$ cat config.mk
export PLATFORM = sky130hd
export DESIGN_NAME = pa_port
export DESIGN_NICKNAME = d
export VERILOG_FILES = /design/src/hdl/pa_pkg.sv /design/src/hdl/pa_port.sv
export VERILOG_INCLUDE_DIRS = /design/src /design/src/hdl
export SDC_FILE = /design/constraint.sdc
export NUM_CORES = 1
export LEC_CHECK = 0
export BUFFER_PORTS_ARGS = -buffer_cell sky130_fd_sc_hd__buf_2
export CAP_MARGIN = 30
export CORE_AREA = 10 10 104 106
export DETAILED_ROUTE_END_ITERATION = 10
export DIE_AREA = 0 0 114 116
export GPL_ROUTABILITY_DRIVEN = 0
export GPL_TIMING_DRIVEN = 0
export PLACE_DENSITY = 0.75
export SLEW_MARGIN = 30
export SYNTH_ARGS = -nofsm -noshare
export SYNTH_HDL_FRONTEND = slang
export SYNTH_SLANG_ARGS = --single-unit
$ cat constraint.sdc
create_clock -name clk -period 2.1 [get_ports clk]
set_input_delay 0.105 -clock clk [delete_from_list [all_inputs] [get_ports clk]]
set_output_delay 0.105 -clock clk [all_outputs]
set_load 0.01 [all_outputs]
$ cat src/hdl/pa_consts.svh
`ifndef PA_CONSTS_SVH
`define PA_CONSTS_SVH

`define PA_ADDR_W 12
`define PA_DATA_W 32

`define PA_OFF_LEVEL 12'h000
`define PA_OFF_LATCH 12'h004
`define PA_OFF_DIR 12'h008
`define PA_OFF_ANALOG 12'h00C
`define PA_OFF_CMP 12'h010
`define PA_OFF_REF 12'h014
`define PA_OFF_OSC 12'h018
`define PA_OFF_STATUS 12'h01C

`define PA_RST_LATCH 8'h00
`define PA_RST_DIR 8'hFF
`define PA_RST_ANALOG 8'h2F
`define PA_RST_CMP_OFF 1'b1
`define PA_RST_OSC PA_OSC_INTERNAL_OSC_IO_VARIANT_TWO

`define PA_ANALOG_MASK 8'h2F
`define PA_CMP_PINS 8'h0F
`define PA_COMPARATOR_REFERENCE_OUTPUT_PIN 8'h04
`define PA_LOW_PORT 6'h3F

`define PA_PIN_T0 4
`define PA_PIN_SS 5
`define PA_PIN_CYCLE_CLOCK_OUTPUT 6

`define PA_CMP_OFF_BIT 0
`define PA_CMP_C1OE_BIT 1
`define PA_CMP_C2OE_BIT 2
`define PA_REF_OE_BIT 0
`define PA_OSC_W 4
`define PA_OSC_COUNT 4'h9

`endif

$ cat src/hdl/pa_pkg.sv
`include "pa_consts.svh"

package pa_pkg;

   typedef enum logic [`PA_OSC_W-1:0] {
      PA_OSC_LP,
      PA_OSC_XT,
      PA_OSC_HS,
      PA_OSC_RC,
      PA_OSC_RESISTOR_CAPACITOR_IO_MODE,
      PA_OSC_EC,
      PA_OSC_EXTERNAL_CLOCK_IO_MODE,
      PA_OSC_INTERNAL_OSC_CLOCKOUT_VARIANT_ONE,
      PA_OSC_INTERNAL_OSC_IO_VARIANT_TWO
   } pa_osc_type;

   typedef struct packed {
      logic psel;
      logic penable;
      logic pwrite;
      logic [`PA_ADDR_W-1:0] paddr;
      logic [`PA_DATA_W-1:0] pwdata;
      logic [3:0] pstrb;
   } pa_apb_req_type;

   typedef struct packed {
      logic pready;
      logic pslverr;
      logic [`PA_DATA_W-1:0] prdata;
   } pa_apb_rsp_type;

   typedef struct packed {
      logic [7:0] pin_out;
      logic [7:0] pin_oe_n;
   } pa_pins_type;

endpackage

$ cat src/hdl/pa_port.sv
// What this block does
// - Eight pins: direction, latch, level each.
// - Direction one floats the pin driver.
// - Direction zero drives the latch value.
// - Port reads pins; port writes latch.
// - Latch register reads back latched values.
// - Oscillator setting picks pins six/seven role.
// - Non-port pins six/seven read zero in level, latch and direction.
// - Pin six I/O only in I/O modes.
// - Clock-out modes drive quarter clock on six.
// - Pin seven I/O off in external modes.
// - Converter control picks analog pins 0-3,5.
// - Analog pin: digital input off, reads zero.
// - Analog pin still drives latch as output.
// - Reset: pins 0-3,5 analog, pin four digital.
// - Pins 0-3 digital input needs comparators off.
// - Comparator one result overrides pin four.
// - Comparator two result overrides pin five.
// - Reference output disables pin two I/O.
// - Direction still rules drivers on analog pins.
// - Pin four feeds timer; five feeds select.
`include "pa_consts.svh"

module pa_port (
   input wire logic clk,
   input wire logic rst,
   input wire logic ce,
   input wire pa_pkg::pa_apb_req_type apb_req,
   output pa_pkg::pa_apb_rsp_type apb_rsp,
   input wire logic [7:0] pin_in,
   output pa_pkg::pa_pins_type pins,
   input wire logic comparator_one_result,
   input wire logic comparator_two_result,
   input wire logic quarter_clock,
   output logic timer_zero_clock_in,
   output logic slave_select_in_n
);
   import pa_pkg::*;

   typedef struct packed {
      logic [7:0] latch;
      logic [7:0] dir;
      logic [7:0] analog;
      logic cmp_off;
      logic c1_oe;
      logic c2_oe;
      logic comparator_reference_output_oe;
      pa_osc_type osc;
      logic [7:0] sync1;
      logic [7:0] sync2;
      pa_apb_rsp_type rsp;
      pa_pins_type pins;
      logic t0_clk;
      logic ss_n;
   } pa_state_type;

   pa_state_type s;
   pa_state_type next_s;

   logic [7:0] port_mask;
   logic [7:0] din_en;
   logic [7:0] nx_port_mask;
   logic [7:0] nx_drive;
   logic [7:0] nx_value;
   logic [`PA_DATA_W-1:0] rd_data;
   logic mapped;
   logic setup;
   logic wr_take;
   logic [`PA_OSC_W-1:0] osc_code;

   function automatic logic pin6_io(input pa_osc_type m);
      pin6_io = (m == PA_OSC_RESISTOR_CAPACITOR_IO_MODE) || (m == PA_OSC_INTERNAL_OSC_IO_VARIANT_TWO) || (m == PA_OSC_EXTERNAL_CLOCK_IO_MODE);
   endfunction

   function automatic logic pin6_cycle_clock_output(input pa_osc_type m);
      pin6_cycle_clock_output = (m == PA_OSC_RC) || (m == PA_OSC_INTERNAL_OSC_CLOCKOUT_VARIANT_ONE) || (m == PA_OSC_EC);
   endfunction

   function automatic logic pin7_io(input pa_osc_type m);
      pin7_io = (m == PA_OSC_INTERNAL_OSC_CLOCKOUT_VARIANT_ONE) || (m == PA_OSC_INTERNAL_OSC_IO_VARIANT_TWO);
   endfunction

   // Pins that the comparators or the reference may claim
   localparam logic [7:0] CMP_SET = `PA_CMP_PINS;
   localparam logic [7:0] REF_SET = `PA_COMPARATOR_REFERENCE_OUTPUT_PIN;

   // Port role from the current mode
   assign port_mask = {pin7_io(s.osc), pin6_io(s.osc), `PA_LOW_PORT};

   // Per-pin digital input enable
   for (genvar i = 0; i < 8; i++) begin : g_din
      logic cmp_hold;
      logic ref_hold;
      assign cmp_hold = CMP_SET[i] & ~s.cmp_off;
      assign ref_hold = REF_SET[i] & s.comparator_reference_output_oe;
      assign din_en[i] = port_mask[i] & ~s.analog[i] & ~cmp_hold & ~ref_hold;
   end

   always_comb begin
      setup = apb_req.psel && !apb_req.penable;
      wr_take = apb_req.psel && apb_req.penable && s.rsp.pready && apb_req.pwrite;
      osc_code = apb_req.pwdata[`PA_OSC_W-1:0];
      mapped = 1'b1;
      rd_data = '0;
      unique case (apb_req.paddr)
         `PA_OFF_LEVEL: rd_data[7:0] = s.sync2 & din_en;
         `PA_OFF_LATCH: rd_data[7:0] = s.latch & port_mask;
         `PA_OFF_DIR: rd_data[7:0] = s.dir & port_mask;
         `PA_OFF_ANALOG: rd_data[7:0] = s.analog;
         `PA_OFF_CMP: begin
            rd_data[`PA_CMP_OFF_BIT] = s.cmp_off;
            rd_data[`PA_CMP_C1OE_BIT] = s.c1_oe;
            rd_data[`PA_CMP_C2OE_BIT] = s.c2_oe;
         end
         `PA_OFF_REF: rd_data[`PA_REF_OE_BIT] = s.comparator_reference_output_oe;
         `PA_OFF_OSC: rd_data[`PA_OSC_W-1:0] = s.osc;
         `PA_OFF_STATUS: rd_data[7:0] = ~s.pins.pin_oe_n;
         default: mapped = 1'b0;
      endcase
   end

   always_comb begin
      next_s = s;
      nx_port_mask = '0;
      nx_drive = '0;
      nx_value = '0;
      if (ce) begin
         // Two stages before any logic sees the pins
         next_s.sync1 = pin_in;
         next_s.sync2 = s.sync1;

         next_s.rsp.pready = 1'b0;
         next_s.rsp.pslverr = 1'b0;
         // Answer prepared in setup, so access never waits
         if (setup) begin
            next_s.rsp.pready = 1'b1;
            next_s.rsp.pslverr = !mapped;
            next_s.rsp.prdata = apb_req.pwrite ? '0 : rd_data;
         end

         // Write lands on the completing edge
         if (wr_take && apb_req.pstrb[0]) begin
            unique case (apb_req.paddr)
               // Port write goes to the latch
               `PA_OFF_LEVEL: next_s.latch = apb_req.pwdata[7:0];
               `PA_OFF_LATCH: next_s.latch = apb_req.pwdata[7:0];
               `PA_OFF_DIR: next_s.dir = apb_req.pwdata[7:0];
               `PA_OFF_ANALOG: next_s.analog = apb_req.pwdata[7:0] & `PA_ANALOG_MASK;
               `PA_OFF_CMP: begin
                  next_s.cmp_off = apb_req.pwdata[`PA_CMP_OFF_BIT];
                  next_s.c1_oe = apb_req.pwdata[`PA_CMP_C1OE_BIT];
                  next_s.c2_oe = apb_req.pwdata[`PA_CMP_C2OE_BIT];
               end
               `PA_OFF_REF: next_s.comparator_reference_output_oe = apb_req.pwdata[`PA_REF_OE_BIT];
               `PA_OFF_OSC: begin
                  // Illegal mode codes are dropped, mode kept
                  if (osc_code < `PA_OSC_COUNT) begin
                     next_s.osc = pa_osc_type'(osc_code);
                  end
               end
               default: ;
            endcase
         end

         // Pins follow the new state, not the old one
         nx_port_mask = {pin7_io(next_s.osc), pin6_io(next_s.osc), `PA_LOW_PORT};
         nx_drive = ~next_s.dir & nx_port_mask;
         // Reference output kills pin two driver
         nx_drive = nx_drive & ~(`PA_COMPARATOR_REFERENCE_OUTPUT_PIN & {8{next_s.comparator_reference_output_oe}});
         nx_value = next_s.latch;
         if (next_s.c1_oe) begin
            nx_value[`PA_PIN_T0] = comparator_one_result;
         end
         if (next_s.c2_oe) begin
            nx_value[`PA_PIN_SS] = comparator_two_result;
         end
         if (pin6_cycle_clock_output(next_s.osc)) begin
            nx_drive[`PA_PIN_CYCLE_CLOCK_OUTPUT] = 1'b1;
            nx_value[`PA_PIN_CYCLE_CLOCK_OUTPUT] = quarter_clock;
         end
         next_s.pins.pin_oe_n = ~nx_drive;
         // Undriven pins show zero to keep the bus quiet
         next_s.pins.pin_out = nx_value & nx_drive;

         next_s.t0_clk = s.sync2[`PA_PIN_T0];
         // Select only while pin five is input
         next_s.ss_n = s.dir[`PA_PIN_SS] ? s.sync2[`PA_PIN_SS] : 1'b1;
      end
   end

   always_ff @(posedge clk or posedge rst) begin
      if (rst) begin
         s.latch <= `PA_RST_LATCH;
         s.dir <= `PA_RST_DIR;
         s.analog <= `PA_RST_ANALOG;
         s.cmp_off <= `PA_RST_CMP_OFF;
         s.c1_oe <= 1'b0;
         s.c2_oe <= 1'b0;
         s.comparator_reference_output_oe <= 1'b0;
         s.osc <= `PA_RST_OSC;
         s.sync1 <= '0;
         s.sync2 <= '0;
         s.rsp <= '0;
         s.pins.pin_out <= '0;
         s.pins.pin_oe_n <= 8'hFF;
         s.t0_clk <= 1'b0;
         s.ss_n <= 1'b1;
      end else begin
         s <= next_s;
      end
   end

   assign apb_rsp = s.rsp;
   assign pins = s.pins;
   assign timer_zero_clock_in = s.t0_clk;
   assign slave_select_in_n = s.ss_n;

endmodule

After elaboration in Yosys (flattened, before gate mapping)
Cells that the tools add are included.

storage, ports and cells
  logic and storage cells = 110
  bits in registers = 100

operators by class
  reduce and logical (&&, ||, !) cells = 21
  eq/ne operators = 20
  bitwise gates (word level) = 26
  $lt $le $gt $ge = 1
  multiplexer cells = 25

operators with widths
  cell                 count
  $mux 32              2
  $and 8x8->8          6
  $eq 12x5->1 const B  4
  $mux 34              1
  $mux 8               4
  $eq 4x3->1 const B   7
  $eq 12x4->1 const B  2
  $not 8->8            3
  $pmux 4 s5           1
  $pmux 2 s7           1
  $eq 12x3->1 const B  1
  $logic_not 12->1     1
  $mux 1               11
  $not 1->1            9
  $eq 4x4->1 const B   2
  $logic_or 1x1->1     8
  $mux 4               2
  $not 3->8            1
  $pmux 1 s8           1
  $reduce_or 8->1      1
  $and 1x1->1          7
  $ne 2x1->1 const B   3
  $pmux 1 s6           1
  $reduce_and 3->1     2
  other kinds (7)      12

Logic depth before layout (Yosys ltp)
Gate-level depths: netlist of run 1.

  depth in word-level cells = 14
  mapped depth = 9

Worst setup path before layout of run 1
Ideal clock, no wire load.

  path kind = reg2reg
  from = register s, in the netlist apb_rsp[33]
  to = register pins[15] (netlist name)
  required time = 1,979 ps
  path slack = 166 ps
  period minus slack after synthesis = 1,934 ps
  arrival = 1,813 ps
  cell stages (with the launch flop) = 7
  path buffers = 0
  cell sequence = dfrtp_1 -> and3_2 -> nand3_1 -> nor3_2 -> mux2_2 -> mux2_4 -> a22o_1

between the ends
  cells in the longest elaborated chain, start to end = 10
  elaborated cells on any way between the ends = 12

RTL lines
  element                                   RTL line        RTL
  start: declaration                        pa_port.sv:57   pa_state_type s;
  start signal: assignment                  pa_port.sv:209  s <= next_s;
  $logic_and 1x1->1 (*) (2 in series)       pa_port.sv:101  wr_take = apb_req.psel && apb_req.penable && s.rsp.pready && apb_req.pwrite;
  $logic_and 1x1->1 (*)                     pa_port.sv:142  if (wr_take && apb_req.pstrb[0]) begin
  $mux 32 (*)                               pa_port.sv:142
  $mux 32 (*)                               pa_port.sv:127  if (ce) begin
  $eq 4x3->1 or $eq 4x4->1 (tied branches)  pa_port.sv:80   pin7_io = (m == PA_OSC_INTERNAL_OSC_CLOCKOUT_VARIANT_ONE) || (m == PA_OSC_INTERNAL_OSC_IO_VARIANT_TWO);
  $logic_or 1x1->1                          pa_port.sv:80
  $and 8x8->8                               pa_port.sv:167  nx_drive = ~next_s.dir & nx_port_mask;
  $and 8x8->8                               pa_port.sv:169  nx_drive = nx_drive & ~(`PA_COMPARATOR_REFERENCE_OUTPUT_PIN & {8{next_s.comparator_reference_output_oe}});
  $and 8x8->8 (*)                           pa_port.sv:183  next_s.pins.pin_out = nx_value & nx_drive;

Mark *: on every way between the ends. The rest lies on a longest branch, timed or not. The select of a mux whose other input is x is not followed.
A chain may end at the register's enable or synchronous reset.

Worst setup path after layout of run 1
  from = register s, in the netlist apb_rsp[33]
  to = register pins[15] (netlist name)

between the ends
  cells in the longest elaborated chain, start to end = 10
  elaborated cells on any way between the ends = 12

RTL lines
  element                                   RTL line
  $logic_and 1x1->1 (*) (2 in series)       pa_port.sv:101
  $logic_and 1x1->1 (*)                     pa_port.sv:142
  $mux 32 (*)                               pa_port.sv:142
  $mux 32 (*)                               pa_port.sv:127
  $eq 4x3->1 or $eq 4x4->1 (tied branches)  pa_port.sv:80
  $logic_or 1x1->1                          pa_port.sv:80
  $and 8x8->8                               pa_port.sv:167
  $and 8x8->8                               pa_port.sv:169
  $and 8x8->8 (*)                           pa_port.sv:183

Marked as above.

==> reports/metrics.yaml, run 1 <==
io_pins: 117
fin_crit_ns: 2.002
ir_drop_uv: 305.4
synth-async-reset-ratio: 1.000
area_growth_pct: 22.66
netlist_instances: 367
synth_enable_flop_cells: 0
synthMuxAreaShare: 0.2047
cpLargestDelayFamily: "simple AND/OR/NAND/NOR gates"
die_area_mm2: 0.01322
synth_warnings: 0
worstPathCellList: "and3_2 > and3_2 > and3_1 > buf_6 > mux2_2 > and3_1 > a22o_1"
chipHeight_um: 116
root_buffer: "clkbuf_8"
fin_crit_sh: 0.9535
core_mm2: 0.008678
hold_start: "apb_req[11]"
end_kind: "register"
synthSimpleGateAreaFrac: 0.1333
synth_top_family_by_area: "multiplexers"
cp.arrival_ns: 2.23
slowest_stage: "dfrtp_1"
port_buffers: 64
total_power_mw: 3.068
start_util: 0.4619
holdWs_ns: 0.03862
hpwl_um: 7999
grt_max_degree: 53
wl_um: 10780
grt_pass1_wl_um: 17090
maxCapViolCount: 0
cp_slowest_stage_delay_ns: 0.37
cts.sinks: 68
grt_pass1_vias: 3343
synth-main-ff-cell: "dfrtp_1"
startpoint: "apb_rsp[33]$_DFFE_PP0P_"
cp-start-kind: "register"
num_vias: 3210
clk-insertion-delay-late_ns: 0.34
seq_area_frac_synth: 0.4304
synth.avg_cell_area_um2: 10.92
setup_viol: 0
p_leak_nw: 2.313
power_density_mw_per_mm2: 623.9
synth_xor_area_frac: 0
fill_cells: 791
cts_buffer_depth: 2
antenna_left: 0
die_x_um: 114
min_path_type: "primary input to register"
routed_via_density: 5.450
layout-drive-gt1-share: 0.4782
max_freq_mhz: 499.4
rows: 34
grt-ovfl-total: 0
drt-wirelength-per-cell_um: 18.29
synth_cell_type_count: 58
cts_tree: "yes"
synthAdderAreaFrac: 0
reg2reg_from: "apb_rsp[33]$_DFFE_PP0P_"
syn_area_mm2: 0.004009
crit_type: "register to register"
cts.htree.levels: 3
synth_seq_cells: 68
worstMarginPinSlew_ns: 0.6359
synth_compound_area_frac: 0.1005
track_usage: 0.1609
slew_headroom: 0.5761
status: "completed"
drtPass1Iterations: 6
hold_viol: 0
rsz0062_at_grt: "no"
fin_util: 0.5666
numCtsBuffers: 9
slew_violations: 0
path_buf_inv: 1
antenna_found_initial: 0
drtIter0Drc: 289
worstPathMaxFanout: 9
n_antenna_cell: 0
clk_pin_slew_ns: 0.08
drc_errors: 0
fin_nets: 542
skew_ns: 0.009161
crit_required_ns: 2.33
[layout make-up]
cell class,instances,area (µm²),share of cell area
buffer,70,495.5,0.1008
clock buffer,11,141.4,0.02875
clock inverter,4,50.05,0.01018
inverter,8,32.53,0.006616
multi-input combinational,244,1882,0.3827
sequential,68,1725,0.3509
tap,108,135.1,0.02748
timing repair buffer,76,455.4,0.09262
[path summary, 6_finish.rpt]
path	endpoint	slack, ns	cells after the start
worst max-delay path	pins[15]$_DFFE_PP0P_	0.1	7
worst min-delay path	s[91]$_DFFE_PP1P_	0.04	2
worst max register to register	pins[15]$_DFFE_PP0P_	0.1	7
worst min register to register	s[57]$_DFFE_PP0P_	0.48	2
max in group asynchronous	pins[6]$_DFFE_PP1P_	1.29	4
min in group asynchronous	timer_zero_clock_in$_DFFE_PP0P_	0.23	3
[sequential cells by signal, indices dropped and copies added (netlist names)]
| register | flops |
|---|---|
| s | 39 |
| pins | 16 |
| apb_rsp | 10 |
| g_din.ref_hold | 1 |
| slave_select_in_n | 1 |
| timer_zero_clock_in | 1 |
[repair_timing]
item | in CTS | in global routing
hold endpoints to repair | 44 | 0
buffers inserted | 0 | 1
endpoints found under the setup margin | 2 | 1
hold buffers | 10 | 0
pin swaps | 0 | 1
gates resized for setup | 3 | 3
[synthesized netlist by cell type (all sizes together), types with 2 or more instances]
master	n	area, µm²
buf	59	450.4
mux2	53	600.6
dfrtp	49	1226
mux2i	22	220.2
nand2	21	83.83
dfstp	19	499.2
o21ai	13	65.06
clkbuf	11	41.29
nor2	11	43.80
nand3	10	50.05
nor3	10	60.06
a22o	9	78.83
a21oi	7	35.03
inv	7	26.28
a31oi	5	37.53
and3	5	35.03
nand4	5	31.28
nor2b	5	31.28
nor4	5	58.80
o211ai	4	30.03
and2	3	18.77
and4	3	30.03
o2bb2ai	3	26.28
o31ai	3	22.52
a222oi	2	20.02
a2bb2oi	2	17.52
nand4b	2	17.52
nor3b	2	15.01
[cells in the final DEF (no fill, tap or decap), types with 3 or more instances in the layout]
master and instances:
a21oi_1 7, nand4_1 5, nand3_1 9, dlygate4sd3_1 10, inv_1 6, o31ai_1 3
o2bb2ai_1 3, a22o_1 9, o21ai_0 13, buf_4 52, nor2b_1 5, dfrtp_1 49
nor3_1 8, o211ai_1 4, a31oi_1 4, clkbuf_8 10, nor2_1 10, conb_1 24
mux2_2 52, nand2_1 19, clkbuf_1 12, dfstp_2 19, mux2i_1 22, and3_2 3
buf_2 67, buf_6 5
[layer usage]
layer / global-route usage / part of all wire
met3: 0.05116 / 0.11
met2: 0.2601 / 0.48
met4: 0.07435 / 0.021
met5: 0 / 0
met1: 0.1916 / 0.39
[worst reg2reg max path, delay by kind of cell, from the launching register on]
| family | cells | cell delay [ns] |
|---|---|---|
| AO/OA/AOI/OAI | 1 | 0.19 |
| buffers and inverters | 1 | 0.16 |
| flip-flops | 1 | 0.37 |
| multiplexers | 1 | 0.34 |
| AND/OR/NAND/NOR | 4 | 0.81 |
[kinds of logic (layout without fill, tap and decap cells)]
logic type,Yosys count,count (layout)
simple gates,89,89
other cells,1,24
flops,68,68
buf+inv,78,169
compound gates,56,56
mux,75,75
[power breakdown]
part	switching, mW	internal, mW
Combinational	0.267	0.258
Clock	0.508	0.573
Sequential	0.0603	1.40
[stage by stage]
step	cells	setup WS, ns	area [µm²]	setup TNS (ns)
floorplan	390	0.1656	4095	0
global placement	562	-0.4518	4551	-22.11
detailed placement	563	-0.1355	4581	-0.4522
CTS	588	0.05616	4890	0
global route	589	0.004516	4917	0
finish	589	0.09761	4917	0
Note: power is estimated with default switching activity, not from simulation.
==> run 2, diff against run 1 <==
Settings changed: GPL_TIMING_DRIVEN 0 to default.
==> run 2 against run 1 <==
  * Die area unchanged
  * Worst setup slack worse by 0.018 ns
  * Highest routed layer unchanged
  * Clock power about the same
  * Register-to-register slack better by 0.05 ns
  * Sequential power about the same
  * Largest cell class unchanged
  * Final area down 8.5%
  * Fmax down 0.87%
  * Critical path depth up 1
  * Via count down 8.0%
==> reports/metrics.yaml, run 2 (synthesis gave the netlist of run 1 again) <==
root_buffer: "clkbuf_8"
regMostFlops: "s"
num_vias: 2953  # -8.0%
port_buffers: 65  # +1.6%
track_usage: 0.1445  # -0.01634
final_common_cell: "buf_2"
clk-insertion-delay-late_ns: 0.36  # +0.02 ns
tns_ns: 0  # unchanged
drtIter0Drc: 248  # -14%
max_freq_mhz: 495.1  # -0.87%
crit_required_ns: 2.34  # about the same
start_util: 0.4619  # unchanged
fin_cells: 535  # -9.2%
grt_pass1_vias: 3042  # -9.0%
hold_viol: 0  # unchanged
clk_pin_slew_ns: 0.08  # about the same
fin_crit_sh: 0.9619  # +0.008359
status: "completed"
routed_via_density: 5.520  # +1.3%
fin_nets: 487  # -10%
rows: 34  # unchanged
cts_tree: "yes"
io_pins: 117  # unchanged
antenna_left: 0  # unchanged
worstPathMaxFanout: 6  # -3
drtPass1Iterations: 7  # +1
layout-drive-gt1-share: 0.4356  # -0.04257
cts_buffer_depth: 2  # unchanged
area_growth_pct: 12.23
p_leak_nw: 2.039  # -12%
die_x_um: 114  # unchanged
dp_cells: 509  # -9.6%
grt_max_degree: 69  # +30%
skew_ns: 0.01183  # +0.002672 ns
maxCapViolCount: 0  # unchanged
fin_crit_ns: 2.020  # +0.01755 ns
die_area_mm2: 0.01322  # unchanged
end_kind: "register"
cp.arrival_ns: 2.26  # +0.03 ns
grt-ovfl-total: 0  # unchanged
min_path_type: "primary input to register"
cp-start-kind: "primary input"
cts.sinks: 68  # unchanged
cts.htree.levels: 3  # unchanged
antenna_found_initial: 0  # unchanged
setup_viol: 0  # unchanged
place_area_mm2: 0.004197  # -8.4%
core_mm2: 0.008678  # unchanged
ir_drop_uv: 849.1  # +180%
drc_errors: 0  # unchanged
rsz0062_at_grt: "no"
numCtsBuffers: 9  # unchanged
total_power_mw: 2.965  # -3.4%
grt_pass1_wl_um: 15340  # -10%
fin_area_mm2: 0.004499  # -8.5%
layout_common_cells: "buf_2 (65), mux2_2 (52), dfrtp_1 (49), conb_1 (24), mux2i_1 (22)"
hpwl_um: 7294  # -8.8%
postCtsSetupBuffers: 0  # unchanged
wl_um: 9815  # -8.9%
power_density_mw_per_mm2: 659.0  # +5.6%
n_antenna_cell: 0  # unchanged
chipHeight_um: 116  # unchanged
slew_violations: 0  # unchanged
largest_register_ffs: 39  # unchanged
drt-wirelength-per-cell_um: 18.35  # +0.28%
crit_type: "primary input to register"
run 2: cell count changes in the layout (fill, tap and decap cells not counted), sizes merged:
cell and delta:
clkinv +1, inv +1, clkbuf -12, buf -44
run 2: power breakdown:
part | internal [mW] | total (mW) | switching [mW]
clock | 0.548 | 1.07 | 0.525
sequential | 1.40 | 1.46 | 0.0595
combinational | 0.194 | 0.431 | 0.236
run 2: layout make-up:
class / count / area, µm²
Tap cell: 108 / 135.1
Inverter: 8 / 30.03
Sequential cell: 68 / 1725
Multi-Input combinational cell: 244 / 1859
Clock inverter: 6 / 63.81
Clock buffer: 10 / 127.6
Fill cell: 778 / 4179
Timing Repair Buffer: 91 / 558.0
run 2: per-stage QoR:
step	utilization	worst slack [ns]	hold slack (ns)
floorplan	-	0.1656	0.2024
global route	0.5185	0.01204	0.009893
global placement	0.4836	0.07729	0.2041
detailed placement	0.4836	0.03192	0.2054
CTS	0.5172	0.01502	0.01573
finish	0.5185	0.08006	0.01674
run 2: what timing repair did:
action | CTS | global route
hold buffers | 10 | 0
resized for setup | 0 | 2
endpoints found under the setup margin | 0 | 3
endpoints found under the hold margin | 58 | 0
run 2: path summary, 6_finish.rpt:
check                                              from                         endpoint  slack (ns)  cells past startpoint
worst min register to register   apb_rsp[3]$_DFFE_PP0P_           apb_rsp[3]$_DFFE_PP0P_        0.48                      2
worst min-delay path                         apb_req[8]                s[96]$_DFFE_PP0P_        0.02                      2
max in group asynchronous                           rst                s[81]$_DFFE_PP1P_        1.42                      4
worst max-delay path                        apb_req[48]             pins[15]$_DFFE_PP0P_        0.08                      8
worst max register to register  apb_rsp[33]$_DFFE_PP0P_             pins[15]$_DFFE_PP0P_        0.15                      6
min in group asynchronous                           rst  timer_zero_clock_in$_DFFE_PP0P_        0.33                      4
run 2: routing by layer:
metal	share of wire	vias to the layer above	wire length (µm)	track usage
li1	-	1366	-	-
met1	0.43	1434	4213	0.1778
met2	0.47	138	4589	0.2361
met3	0.089	15	874	0.05271
met4	0.014	0	138	0.03509
met5	0	-	0	0
run 2: critical path, stage by stage:
cell	delay, ns
dlygate4sd3_1	0.52
buf_2	0.15
and3_2	0.19
nand3_1	0.17
nor4_1	0.40
or2_4	0.23
mux2_4	0.32
a22o_1	0.18
